`src/hdl/fpc_pkg.sv`:
```
// constants and code tables shared by the coding path
package fpc_pkg;
	// ****************************************
	// rates and widths
	// ****************************************
	localparam int LINE_RATE_MHZ = 125; // one line bit per clock at this rate
	localparam int REF_CLK_MHZ = 10; // bench rate of the same clock
	localparam int LFSR_W = 11;
	localparam logic [10:0] LFSR_SEED = 11'h7FF;
	localparam int LFSR_TAP_A = 10;
	localparam int LFSR_TAP_B = 8;
	localparam int FIFO_W = 6;
	localparam int FIFO_D = 4;
	localparam logic [2:0] GRP_LAST = 3'h4; // last bit index of a code group
	localparam logic [6:0] LOCK_MATCHES = 7'h3C; // idle bits to trust descrambler
	localparam logic [6:0] QUIET_MAX = 7'h7F; // bits without transition = no signal

	// ****************************************
	// code groups, sent msb first
	// ****************************************
	localparam logic [4:0] SYM_IDLE = 5'h1F;
	localparam logic [4:0] SYM_J = 5'h18;
	localparam logic [4:0] SYM_K = 5'h11;
	localparam logic [4:0] SYM_T = 5'h0D;
	localparam logic [4:0] SYM_R = 5'h07;
	localparam logic [4:0] SYM_H = 5'h04;
	localparam logic [9:0] SYM_JK = 10'h311;
	localparam logic [3:0] NIB_PREAMBLE = 4'h5;

	// mlt3 phases: zero, plus, zero, minus
	localparam logic [1:0] MLT_PLUS = 2'h1;
	localparam logic [1:0] MLT_MINUS = 2'h3;

	typedef enum logic [3:0] {
		TX_IDLE = 4'h1,
		TX_SSD = 4'h2,
		TX_DATA = 4'h4,
		TX_ESD = 4'h8
	} fpc_tx_e;

	// nibble to data code group
	function automatic logic [4:0] enc4b5b(input logic [3:0] n);
		logic [4:0] c;
		c = 5'h1E;
		case (n)
			4'h0: c = 5'h1E;
			4'h1: c = 5'h09;
			4'h2: c = 5'h14;
			4'h3: c = 5'h15;
			4'h4: c = 5'h0A;
			4'h5: c = 5'h0B;
			4'h6: c = 5'h0E;
			4'h7: c = 5'h0F;
			4'h8: c = 5'h12;
			4'h9: c = 5'h13;
			4'hA: c = 5'h16;
			4'hB: c = 5'h17;
			4'hC: c = 5'h1A;
			4'hD: c = 5'h1B;
			4'hE: c = 5'h1C;
			default: c = 5'h1D;
		endcase
		return c;
	endfunction

	// data code group to {hit, nibble}; hit low for control or invalid groups
	function automatic logic [4:0] dec5b4b(input logic [4:0] c);
		logic [4:0] r;
		r = 5'h00;
		for (int i = 0; i < 16; i++) begin
			if (enc4b5b(4'(i)) == c) begin
				r = {1'b1, 4'(i)};
			end
		end
		return r;
	endfunction
endpackage

```
`src/hdl/fpc_fifo.sv`:
```
// small synchronous fifo between the mac nibble port and the transmit coder
`timescale 1ns/10ps
module fpc_fifo #(
	parameter int W = 6,
	parameter int D = 4
) (
	input wire logic clk,
	input wire logic rst_n,
	input wire logic in_valid,
	output logic in_ready,
	input wire logic [W-1:0] in_data,
	output logic out_valid,
	input wire logic out_ready,
	output logic [W-1:0] out_data
);
	localparam int AW = $clog2(D);
	logic [W-1:0] mem_r [D];
	logic [AW-1:0] wr_ptr_r;
	logic [AW-1:0] rd_ptr_r;
	logic [AW:0] cnt_r;
	wire push = in_valid && in_ready;
	wire pop = out_valid && out_ready;

	// full and empty come straight from the count
	assign in_ready = (cnt_r != (AW+1)'(D));
	assign out_valid = (cnt_r != '0);
	assign out_data = mem_r[rd_ptr_r];

	// storage has no reset, only pointers and count do
	always_ff @(posedge clk) begin
		if (push) begin
			mem_r[wr_ptr_r] <= in_data;
		end
	end

	// pointers wrap naturally since depth is a power of two
	always_ff @(posedge clk or negedge rst_n) begin
		if (!rst_n) begin
			wr_ptr_r <= '0;
			rd_ptr_r <= '0;
			cnt_r <= '0;
		end else begin
			wr_ptr_r <= wr_ptr_r + AW'(push);
			rd_ptr_r <= rd_ptr_r + AW'(pop);
			cnt_r <= cnt_r + (AW+1)'(push) - (AW+1)'(pop);
		end
	end

	a_fifo_count_step: assert property (@(posedge clk) disable iff (!rst_n)
		(push && !pop) |=> cnt_r == $past(cnt_r) + (AW+1)'(1))
		else $error("fifo count did not follow a push");
endmodule

```
`src/hdl/fpc_lfsr.sv`:
```
// 11-bit scrambler key generator, free running or loaded from the line
`timescale 1ns/10ps
module fpc_lfsr (
	input wire logic clk,
	input wire logic rst_n,
	input wire logic load_en,
	input wire logic load_bit,
	output logic key
);
	logic [fpc_pkg::LFSR_W-1:0] lfsr_r;

	// x^11 + x^9 + 1, maximal length so the key repeats every 2047 bits
	assign key = lfsr_r[fpc_pkg::LFSR_TAP_A] ^ lfsr_r[fpc_pkg::LFSR_TAP_B];

	// loading the received bit makes a receiver follow the far transmitter
	always_ff @(posedge clk or negedge rst_n) begin
		if (!rst_n) begin
			lfsr_r <= fpc_pkg::LFSR_SEED;
		end else begin
			lfsr_r <= {lfsr_r[fpc_pkg::LFSR_W-2:0], load_en ? load_bit : key};
		end
	end

	a_lfsr_feedback: assert property (@(posedge clk) disable iff (!rst_n)
		!load_en |=> lfsr_r[0] == $past(lfsr_r[10] ^ lfsr_r[8]) &&
			lfsr_r[10:1] == $past(lfsr_r[9:0]))
		else $error("lfsr did not advance by its polynomial");
endmodule

```
`src/hdl/fpc_top.sv`:
```
// 100 and 10 Mbit/s coding path, scrambler only at 100: nibbles to mlt3 symbols and back
`timescale 1ns/10ps
module fpc_top (
	input wire logic REF_CLK,
	input wire logic RESETN,
	input wire logic SPEED_100,
	input wire logic [3:0] TXD,
	input wire logic TX_EN,
	input wire logic TX_ER,
	output logic TX_READY,
	output logic TX_MLT3_P,
	output logic TX_MLT3_N,
	input wire logic RX_MLT3_P,
	input wire logic RX_MLT3_N,
	output logic [3:0] RXD,
	output logic RX_DV,
	output logic RX_ER,
	output logic RX_VALID,
	output logic RX_LOCKED
);
	// ****************************************
	// pin synchronisers
	// ****************************************
	logic spd_s1_r, spd_s2_r, rxp_s1_r, rxp_s2_r, rxn_s1_r, rxn_s2_r;

	// line and strap pins come from outside the clock domain
	always_ff @(posedge REF_CLK or negedge RESETN) begin
		if (!RESETN) begin
			{spd_s1_r, spd_s2_r} <= 2'h0;
			{rxp_s1_r, rxp_s2_r, rxn_s1_r, rxn_s2_r} <= 4'h0;
		end else begin
			{spd_s1_r, spd_s2_r} <= {SPEED_100, spd_s1_r};
			{rxp_s1_r, rxp_s2_r} <= {RX_MLT3_P, rxp_s1_r};
			{rxn_s1_r, rxn_s2_r} <= {RX_MLT3_N, rxn_s1_r};
		end
	end
	wire fast = spd_s2_r;

	// ****************************************
	// transmit: fifo and group sequencer
	// ****************************************
	logic fifo_valid;
	logic [5:0] fifo_data;
	logic [2:0] tx_bit_r;
	logic [4:0] tx_sh_r;
	fpc_pkg::fpc_tx_e tx_st_r, tx_st_nxt;
	logic [4:0] tx_grp_nxt;
	logic tx_take;
	logic tx_pop;

	fpc_fifo #(.W(fpc_pkg::FIFO_W), .D(fpc_pkg::FIFO_D)) u_txq (
		.clk(REF_CLK),
		.rst_n(RESETN),
		.in_valid(TX_EN || TX_ER),
		.in_ready(TX_READY),
		.in_data({TX_EN, TX_ER, TXD}),
		.out_valid(fifo_valid),
		.out_ready(tx_pop),
		.out_data(fifo_data)
	);

	wire q_en = fifo_valid && fifo_data[5];
	wire tx_bound = (tx_bit_r == fpc_pkg::GRP_LAST);
	assign tx_pop = tx_bound && tx_take;
	wire [4:0] q_code = fifo_data[4] ? fpc_pkg::SYM_H : fpc_pkg::enc4b5b(fifo_data[3:0]);

	// next code group at each group boundary; preamble start becomes J K
	always_comb begin
		tx_st_nxt = tx_st_r;
		tx_grp_nxt = fpc_pkg::SYM_IDLE;
		tx_take = 1'b0;
		case (tx_st_r)
			fpc_pkg::TX_IDLE: begin
				tx_take = fifo_valid;
				if (q_en) begin
					tx_grp_nxt = fpc_pkg::SYM_J;
					tx_st_nxt = fpc_pkg::TX_SSD;
				end
			end
			fpc_pkg::TX_SSD: begin
				tx_take = q_en;
				tx_grp_nxt = fpc_pkg::SYM_K;
				tx_st_nxt = fpc_pkg::TX_DATA;
			end
			fpc_pkg::TX_DATA: begin
				tx_take = fifo_valid;
				if (q_en) begin
					tx_grp_nxt = q_code;
				end else begin
					tx_grp_nxt = fpc_pkg::SYM_T; // an underrun also closes the frame
					tx_st_nxt = fpc_pkg::TX_ESD;
				end
			end
			fpc_pkg::TX_ESD: begin
				tx_grp_nxt = fpc_pkg::SYM_R;
				tx_st_nxt = fpc_pkg::TX_IDLE;
			end
			default: begin
				tx_st_nxt = fpc_pkg::TX_IDLE;
			end
		endcase
	end

	// five line bits per nibble; the mac is paced by the fifo ready
	always_ff @(posedge REF_CLK or negedge RESETN) begin
		if (!RESETN) begin
			tx_bit_r <= 3'h0;
			tx_sh_r <= fpc_pkg::SYM_IDLE;
			tx_st_r <= fpc_pkg::TX_IDLE;
		end else if (tx_bound) begin
			tx_bit_r <= 3'h0;
			tx_sh_r <= tx_grp_nxt;
			tx_st_r <= tx_st_nxt;
		end else begin
			tx_bit_r <= tx_bit_r + 3'h1;
			tx_sh_r <= {tx_sh_r[3:0], 1'b1};
		end
	end

	// ****************************************
	// transmit: scrambler, nrzi, mlt3
	// ****************************************
	logic tx_key, tx_nrzi_r, tx_nrzi_d_r, tx_p_r, tx_n_r;
	logic [1:0] tx_mlt_r;

	fpc_lfsr u_tx_scr (
		.clk(REF_CLK),
		.rst_n(RESETN),
		.load_en(1'b0),
		.load_bit(1'b0),
		.key(tx_key)
	);

	wire tx_code_bit = tx_sh_r[4];
	wire tx_scr_bit = tx_code_bit ^ (fast & tx_key);
	wire tx_step = tx_nrzi_r ^ tx_nrzi_d_r;
	wire [1:0] tx_mlt_nxt = tx_mlt_r + {1'b0, tx_step};

	// mlt3 moves one phase on each nrzi transition, holds otherwise
	always_ff @(posedge REF_CLK or negedge RESETN) begin
		if (!RESETN) begin
			{tx_nrzi_r, tx_nrzi_d_r} <= 2'h0;
			tx_mlt_r <= 2'h0;
			{tx_p_r, tx_n_r} <= 2'h0;
		end else begin
			tx_nrzi_r <= tx_nrzi_r ^ tx_scr_bit;
			tx_nrzi_d_r <= tx_nrzi_r;
			tx_mlt_r <= tx_mlt_nxt;
			tx_p_r <= (tx_mlt_nxt == fpc_pkg::MLT_PLUS);
			tx_n_r <= (tx_mlt_nxt == fpc_pkg::MLT_MINUS);
		end
	end
	assign TX_MLT3_P = tx_p_r;
	assign TX_MLT3_N = tx_n_r;

	// ****************************************
	// receive: mlt3 to nrzi to nrz
	// ****************************************
	logic [1:0] rx_lvl_d_r;
	logic rx_nrzi_r, rx_nrzi_d_r, rx_act_r;
	logic [6:0] rx_quiet_r;
	wire [1:0] rx_lvl = {rxp_s2_r, rxn_s2_r};
	wire rx_chg = (rx_lvl != rx_lvl_d_r);
	wire rx_nrz = rx_nrzi_r ^ rx_nrzi_d_r;

	// activity stands for recovered timing; long silence drops it
	always_ff @(posedge REF_CLK or negedge RESETN) begin
		if (!RESETN) begin
			rx_lvl_d_r <= 2'h0;
			{rx_nrzi_r, rx_nrzi_d_r, rx_act_r} <= 3'h0;
			rx_quiet_r <= 7'h0;
		end else begin
			rx_lvl_d_r <= rx_lvl;
			rx_nrzi_r <= rx_nrzi_r ^ rx_chg;
			rx_nrzi_d_r <= rx_nrzi_r;
			rx_quiet_r <= rx_chg ? 7'h0 : rx_quiet_r + 7'(rx_quiet_r != fpc_pkg::QUIET_MAX);
			rx_act_r <= rx_chg || (rx_act_r && rx_quiet_r != fpc_pkg::QUIET_MAX);
		end
	end

	// ****************************************
	// receive: descrambler and lock
	// ****************************************
	logic rx_key, rx_lock_r;
	logic [6:0] rx_match_r;

	// while unlocked each line bit is taken as scrambled idle, so its inverse is the key
	fpc_lfsr u_rx_scr (
		.clk(REF_CLK),
		.rst_n(RESETN),
		.load_en(!rx_lock_r),
		.load_bit(!rx_nrz),
		.key(rx_key)
	);

	wire rx_desc = rx_nrz ^ (fast & rx_key);
	wire rx_hit = (rx_nrz != rx_key); // idle descrambles to one

	// lock needs a run of correctly predicted idle bits
	always_ff @(posedge REF_CLK or negedge RESETN) begin
		if (!RESETN) begin
			rx_match_r <= 7'h0;
			rx_lock_r <= 1'b0;
		end else if (!rx_act_r || !fast) begin
			rx_match_r <= 7'h0;
			rx_lock_r <= 1'b0;
		end else if (!rx_lock_r) begin
			rx_match_r <= rx_hit ? rx_match_r + 7'h1 : 7'h0;
			rx_lock_r <= rx_hit && (rx_match_r == fpc_pkg::LOCK_MATCHES - 7'h1);
		end
	end
	assign RX_LOCKED = rx_lock_r;

	// ****************************************
	// receive: alignment, decode, nibble out
	// ****************************************
	logic [9:0] rx_sh_r;
	logic [2:0] rx_bit_r;
	logic rx_algn_r, rx_dv_r, rx_er_r, rx_vld_r;
	logic [3:0] rxd_r;
	wire rx_go = rx_act_r && (rx_lock_r || !fast);
	wire [9:0] rx_sh_nxt = {rx_sh_r[8:0], rx_desc};
	wire [4:0] rx_dec = fpc_pkg::dec5b4b(rx_sh_nxt[4:0]);
	wire rx_ssd = !rx_algn_r && (rx_sh_nxt == fpc_pkg::SYM_JK);
	wire rx_grp = rx_algn_r && (rx_bit_r == fpc_pkg::GRP_LAST);
	wire rx_end = rx_grp && (rx_sh_nxt[4:0] == fpc_pkg::SYM_T);
	wire rx_idle = rx_grp && (rx_sh_nxt[4:0] == fpc_pkg::SYM_IDLE);

	// groups counted from J K; T or early idle ends the frame
	always_ff @(posedge REF_CLK or negedge RESETN) begin
		if (!RESETN) begin
			rx_sh_r <= 10'h000;
			rx_bit_r <= 3'h0;
			{rx_algn_r, rx_dv_r, rx_er_r, rx_vld_r} <= 4'h0;
			rxd_r <= 4'h0;
		end else begin
			rx_sh_r <= rx_go ? rx_sh_nxt : 10'h000;
			rx_bit_r <= (rx_ssd || rx_grp) ? 3'h0 : rx_bit_r + 3'h1;
			rx_algn_r <= rx_go && (rx_ssd || (rx_algn_r && !rx_end && !rx_idle));
			rx_dv_r <= rx_go && (rx_ssd || (rx_dv_r && !rx_end && !rx_idle));
			rx_vld_r <= rx_go && (rx_ssd || (rx_grp && !rx_end && !rx_idle));
			rx_er_r <= rx_go && (rx_idle || (rx_grp && !rx_end && !rx_dec[4]));
			if (rx_ssd) begin
				rxd_r <= fpc_pkg::NIB_PREAMBLE;
			end else if (rx_grp) begin
				rxd_r <= rx_dec[3:0];
			end
		end
	end
	assign RXD = rxd_r;
	assign RX_DV = rx_dv_r;
	assign RX_ER = rx_er_r;
	assign RX_VALID = rx_vld_r;

	// ****************************************
	// checks
	// ****************************************
	a_tx_pop_boundary: assert property (@(posedge REF_CLK) disable iff (!RESETN)
		tx_pop |-> tx_bit_r == 3'h4 && $past(tx_bit_r, 4) == 3'h0)
		else $error("fifo popped away from a group boundary");
	a_tx_frame_start: assert property (@(posedge REF_CLK) disable iff (!RESETN)
		(tx_bound && tx_st_r == fpc_pkg::TX_IDLE && q_en) |=>
			tx_sh_r == fpc_pkg::SYM_J ##5 tx_sh_r == fpc_pkg::SYM_K)
		else $error("frame did not open with J then K");
	a_tx_mlt_hold: assert property (@(posedge REF_CLK) disable iff (!RESETN)
		!tx_scr_bit |-> ##2 tx_mlt_r == $past(tx_mlt_r))
		else $error("mlt3 moved on a zero bit");
	a_tx_mlt_step: assert property (@(posedge REF_CLK) disable iff (!RESETN)
		tx_scr_bit |-> ##2 tx_mlt_r == $past(tx_mlt_r) + 2'h1)
		else $error("mlt3 held on a one bit");
	a_tx_slow_bypass: assert property (@(posedge REF_CLK) disable iff (!RESETN)
		!fast |-> tx_scr_bit == tx_code_bit)
		else $error("scrambler active at 10 Mbit/s");
	a_rx_nrzi_toggle: assert property (@(posedge REF_CLK) disable iff (!RESETN)
		rx_chg |=> rx_nrzi_r != $past(rx_nrzi_r))
		else $error("nrzi missed an mlt3 level change");
	a_rx_nrz_bit: assert property (@(posedge REF_CLK) disable iff (!RESETN)
		rx_chg |=> rx_nrz)
		else $error("level change not decoded as a one");
	a_rx_desc_path: assert property (@(posedge REF_CLK) disable iff (!RESETN)
		(fast && rx_lock_r) |-> rx_desc == (rx_nrz ^ rx_key))
		else $error("locked path not descrambled");
	a_rx_lock_run: assert property (@(posedge REF_CLK) disable iff (!RESETN)
		$rose(rx_lock_r) |-> $past(rx_match_r) == fpc_pkg::LOCK_MATCHES - 7'h1)
		else $error("lock without a full run of matches");
	a_rx_valid_in_frame: assert property (@(posedge REF_CLK) disable iff (!RESETN)
		rx_vld_r |-> rx_dv_r)
		else $error("nibble strobed outside a frame");
endmodule

```
`config.mk`:
```
export PLATFORM = sky130hd
export DESIGN_NAME = fpc_top
export DESIGN_NICKNAME = d
export VERILOG_FILES = /design/src/hdl/fpc_pkg.sv /design/src/hdl/fpc_fifo.sv /design/src/hdl/fpc_lfsr.sv /design/src/hdl/fpc_top.sv
export SDC_FILE = /design/constraint.sdc
export NUM_CORES = 1
export LEC_CHECK = 0
export BUFFER_PORTS_ARGS = -buffer_cell sky130_fd_sc_hd__buf_2
export CAP_MARGIN = 10
export CORE_MARGIN = 1
export CORE_UTILIZATION = 56
export CTS_CLUSTER_DIAMETER = 80
export DETAILED_ROUTE_END_ITERATION = 12
export HOLD_SLACK_MARGIN = 0.06
export PLACE_DENSITY = 0.71
export SLEW_MARGIN = 20
export SYNTH_ARGS = -nofsm -noshare
export SYNTH_HDL_FRONTEND = slang
export SYNTH_SLANG_ARGS = --single-unit
```
`constraint.sdc`:
```
create_clock -name REF_CLK -period 6.14 [get_ports REF_CLK]
set_input_delay 0.921 -clock REF_CLK [delete_from_list [all_inputs] [get_ports REF_CLK]]
set_output_delay 0.921 -clock REF_CLK [all_outputs]
set_load 0.005 [all_outputs]
```
# Word level (Yosys, flattened, before mapping)
# Memory sizes are Yosys's and may differ from the RTL's.
# Index checks and enable logic that the tools add are counted.
[totals] ff_bits=93 in_bits=11 elab_cells=170 mem_bits_ro=80 memories=2 ram_bits=24
[op_classes] muxes=39 n_addsub=9 eq_ne=35 n_bitwise=10 n_reduce_logical=42
[mem_list] memory="(name not given)" words=16 word_bits=5 read_ports=1 rd_clocked_by_memory_dff=0 wr=0 line="fpc_pkg.sv:45" text="case (n)"
[mem_list] memory="u_txq.mem_r" words=4 word_bits=6 read_ports=1 rd_clocked_by_memory_dff=0 wr=1 line="fpc_fifo.sv:17" text="logic [W-1:0] mem_r [D];"
[op_table] operator="5-bit 2-to-1 mux" count=19
[op_table] operator="5-bit equality test, first input constant" count=11
[op_table] operator="7-bit 2-to-1 mux" count=4
[op_table] operator="4-bit by 5-bit equality test with 1-bit output, first input constant" count=5
[op_table] operator="1-bit logical AND" count=22
[op_table] operator="5-bit one-hot mux with 4 select lines" count=1
[op_table] operator="4-bit 2-to-1 mux" count=4
[op_table] operator="4-bit one-hot mux with 3 select lines" count=1
[op_table] operator="10-bit equality test, second input constant" count=1
[op_table] operator="1-bit logical OR" count=9
[op_table] operator="3-bit 2-to-1 mux" count=3
[op_table] operator="9-bit 2-to-1 mux" count=1
[op_table] operator="1-bit XOR" count=8
[op_table] operator="7-bit by 1-bit adder with 7-bit output" count=1
[op_table] operator="7-bit by 1-bit adder with 7-bit output, second input constant" count=1
[op_table] operator="7-bit by 6-bit equality test with 1-bit output, second input constant" count=1
[op_table] operator="1-bit logical NOT" count=7
[op_table] operator="7-bit != test, second input constant" count=1
[op_table] operator="2-bit by 1-bit adder with 2-bit output" count=3
[op_table] operator="3-bit by 1-bit adder with 3-bit output, second input constant" count=2
[op_table] operator="3-bit equality test, second input constant" count=2
[op_table] operator="5-bit by 4-bit equality test with 1-bit output, second input constant" count=1
[op_table] operator="5-bit equality test, second input constant" count=1
[op_table] operator="1-bit 2-to-1 mux" count=5
[op_table] operator="19 further kinds" count=21

# Longest topological paths before layout
[logic_depth] depth_word=24 depth_mapped=13

# Hierarchy
# A second synthesis with hierarchy kept.
[hier_totals] hier_cells=370 hier_area_um2=4951.0
[by_module_without_submodules] mod="fpc_top" cells_each=280 instances=1 seq_area_each_um2=1609.0 area_per_inst_um2=3060.4
[by_module_without_submodules] mod="fpc_fifo" cells_each=64 instances=1 seq_area_each_um2=895.9 area_per_inst_um2=1272.5
[by_module_without_submodules] mod="fpc_lfsr" cells_each=13 instances=2 seq_area_each_um2=289.0 area_per_inst_um2=309.0

# Worst setup path before layout
# Ideal clock, no wire load.
[synth_timing] kind="register to register" startpoint="register u_txq.rd_ptr_r[0]" endpoint="register u_txq.cnt_r[2]" required_ps=6017 stages_incl_launch_ff=12 synth_period_minus_slack_ps=2639 arrival_ps=2517 setup_time_ps=123 path_slack_ps=3501 cell_sequence="dfrtp_1 > buf_6 > mux4_1 > o31ai_1 > nor2_1 > ha_1 > inv_1 > ha_1 > inv_1 > fa_1 > xnor2_1 > xnor2_1"
[synth_between] elab_chain_len=6
[synth_rtl] item="start: declaration" line="fpc_fifo.sv:19" text="logic [AW-1:0] rd_ptr_r;"
[synth_rtl] item="start signal: assignment" line="fpc_fifo.sv:44" text="rd_ptr_r <= rd_ptr_r + AW'(pop);"
[synth_rtl] item="memory 4 x 6 bit"
[synth_rtl] item="1-bit logical AND" line="fpc_top.sv:62" text="wire q_en = fifo_valid && fifo_data[5];"
[synth_rtl] item="1-bit one-hot mux with 2 select lines" line="fpc_top.sv:72" text="case (tx_st_r)"
[synth_rtl] item="1-bit logical AND" line="fpc_top.sv:64" text="assign tx_pop = tx_bound && tx_take;"
[synth_rtl] item="1-bit logical AND" line="fpc_fifo.sv:22" text="wire pop = out_valid && out_ready;"
[synth_rtl] item="3-bit by 1-bit subtractor with 3-bit output" line="fpc_fifo.sv:45" text="cnt_r <= cnt_r + (AW+1)'(push) - (AW+1)'(pop);"
[synth_rtl] item="end signal: assignment" line="fpc_fifo.sv:45"
[synth_rtl] item="end: declaration" line="fpc_fifo.sv:20" text="logic [AW:0] cnt_r;"
# Every way passes these cells.
# A chain may end at the register's enable or synchronous reset.

# Worst setup path after layout
# Same ends and word-level chain as after synthesis.

==> results.cfg <==
[clocking]
hold_buffers = 0
clk_path_buf_depth = 2
cts_root_buf = clkbuf_8
clkTransAtPathRegs_ps = 50
numCtsBuffers = 17
clock_sinks = 117
tritoncts = done
cts.repair.resized = 0
postCtsSetupBuffers = 0
htree_num_levels = 4
worstSkewPairLatency_ps = 500

[logic_synthesis]
synthCells = 367
mappedNetlistArea_mm2 = 0.00479
synth-seq-cells = 117
yosys_most_used_dff = dfrtp_1
synth-edff-count = 24
syn_area_per_cell_um2 = 13.1
synth_fp_nets = 391
postSynth.asyncResetShare_pct = 79.5
synth_cell_types = 52
yosysSeqAreaShare_pct = 64.3
yosysWarningCount = 0

[place]
place_hpwl_um = 4910
place_area_mm2 = 0.00498
gp_congestion = 0.784
dp_cells = 480
portBuffers = 21

[floorplanning]
start_util_pct = 58.0
rows = 33
coreArea_mm2 = 0.00826
die_area_mm2 = 0.00893
io_pins = 22
die_w_um = 94.5
die_h_um = 94.5

[detailed_routing]
wire_per_inst_um = 15.3
drc_errors = 0
viasPerCell = 5.56
wirelength_um = 7850
drt_iter0_drc = 128
firstDrtPassIters = 4
vias = 2846
drtAntennaViolNets = 0

[final_layout]
stdcell_count = 512
drive_above_1_share_pct = 21.1
diodes = 0
final_util_pct = 67.0
final_cell_mix = dfrtp_1 (65), dfstp_2 (28), nor2_1 (27), nand2_1 (26), edfxtp_1 (24)
final_common_cell = dfrtp_1
finalNetCount = 418
stdcell_area_mm2 = 0.00553
syn_to_final_growth_pct = 15.5

[timing]
fin_skew_ps = 8.11
period_minus_slack_ps = 2920
fin_crit_sh_pct = 47.6
fmax_mhz = 342
slew_headroom_pct = 34.3
maxSlewViolCount = 0
hold_viol = 0
worst_slew_pin_slew_ps = 984
tns_ps = 0
rsz0062_at_grt = no
holdWs_ps = 266
setup_viol = 0

[hold_path]
min_path_type = in -> async

[pwr]
p_leak_nw = 2.37
internal_power_mw = 1.86
switchingPower_mw = 0.815
pwr-share-seq_pct = 41.9
irDropWorstVdd_uv = 275
p_clk_share_pct = 33.7
pwr-share-comb_pct = 24.4
powerDensity_mw_per_mm2 = 484
swShare_pct = 30.4

[critical_path]
start_kind = register
end_kind = register
cp_max_fo = 7
critPathRequiredTime_ps = 6570
worstSetupPathType = reg -> reg
arrival_ps = 3350

[grt]
antenna_found_initial = 0
grt_pass1_vias = 2841
grt_pass1_wl_um = 13200
grt_max_degree = 79
grt_remaining_overflow = 0
gr-usage-all-layers_pct = 20.0

[job]
max-cap-violations = 0

[run_status]
status = complete, no violations
## layer usage
metal	global-route usage [%]	routed length [um]	vias up	part of all wire (%)
li1	-	-	1361	-
met1	26.1	3710	1412	47
met2	31.0	3730	57	48
met3	5.31	269	16	3.4
met4	10.2	138	0	1.8
met5	0	0	-	0
## state kept, by name, indices dropped and copies added (netlist names), 2 cells and up
| register | cells |
|---|---|
| rx_sh_r | 9 |
| u_txq.rd_ptr_r | 2 |
| u_txq.mem_r | 24 |
| tx_st_r | 4 |
| tx_sh_r | 5 |
| tx_bit_r | 3 |
| u_txq.wr_ptr_r | 2 |
| RXD | 4 |
| tx_mlt_r | 2 |
| rx_lvl_d_r | 2 |
| rx_quiet_r | 7 |
| u_rx_scr.lfsr_r | 11 |
| rx_bit_r | 3 |
| u_tx_scr.lfsr_r | 11 |
| rx_match_r | 7 |
| u_txq.cnt_r | 3 |
## cells by family after synthesis
family                     after synthesis  share of synthesized area, %
adders and majority gates               13                          3.55
buffers and inverters                   30                          2.51
xor gates and xnor gates                30                          5.48
and+or+nand+nor                        114                          12.4
AOI/OAI and AO/OA                       54                          7.96
muxes                                    9                          3.79
DFF                                    117                          64.3
## Yosys cell counts (3+ instances only)
cell	instances	share of area (%)
ha_1	12	3.1
o31ai_1	5	0.78
dfrtp_1	65	34
and2_1	10	1.3
a21oi_1	7	0.73
nor2_1	27	2.1
o2bb2ai_1	3	0.55
nor3_1	7	0.73
and3_1	7	0.91
clkbuf_1	12	0.94
xor2_1	16	2.9
inv_1	16	1.3
edfxtp_1	24	15
nor3b_1	4	0.63
nand4_1	3	0.39
nand3_1	16	1.7
xnor2_1	14	2.6
a22o_1	3	0.55
dfstp_2	28	15
o21ai_0	12	1.3
mux4_1	4	2.2
o31a_1	3	0.55
o21bai_1	3	0.47
nand2_1	26	2.0
## path summary, 6_finish.rpt
path / start / end / slack, ps / cells past startpoint
worst max-delay path: u_txq.rd_ptr_r[0]$_DFF_PN0_ / u_txq.cnt_r[2]$_DFF_PN0_ / 3220 / 10
worst min-delay path: RESETN / tx_mlt_r[1]$_DFF_PN0_ / 270 / 1
worst max register to register: u_txq.rd_ptr_r[0]$_DFF_PN0_ / u_txq.cnt_r[2]$_DFF_PN0_ / 3220 / 10
worst min register to register: rxn_s1_r$_DFF_PN0_ / rxn_s2_r$_DFF_PN0_ / 350 / 0
max in group asynchronous: RESETN / fast$_DFF_PN0_ / 4710 / 2
min in group REF_CLK: rxn_s1_r$_DFF_PN0_ / rxn_s2_r$_DFF_PN0_ / 350 / 0
## final cells by class
| cell class | count | area (um2) |
|---|---|---|
| clock buffer | 24 | 480 |
| clock inverter | 8 | 73.8 |
| fill | 600 | 2730 |
| inverter | 16 | 60.1 |
| multi-input combinational | 220 | 1590 |
| sequential | 117 | 3080 |
| tap | 105 | 131 |
| timing repair buffer | 22 | 115 |
## critical path, stage by stage, from the launching register on
cell and delay [ps]:
dfrtp_1 560, mux4_1 690, o31ai_1 270, nor2_1 90, ha_1 270, inv_1 60
ha_1 130, inv_1 50, fa_1 390, xnor2_1 200, xnor2_1 140
## power groups by stage
stage / combinational, mW / clock [mW] / sequential, mW
5_1_grt: 0.744 / 0.959 / 1.14
4_1_cts: 0.661 / 0.921 / 1.12
6_report: 0.654 / 0.902 / 1.12
2_1_floorplan: 0.545 / 0 / 1.08
3_5_place_dp: 0.647 / 0 / 1.13
3_3_place_gp: 0.617 / 0 / 1.12
## per-stage QoR
step	worst slack, ps	power (mW)
floorplan	3500	1.62
finish	3220	2.68
global route	3030	2.84
CTS	3200	2.71
global placement	3320	1.74
detailed placement	3250	1.78
No activity file was read; power rests on OpenSTA's default activity.
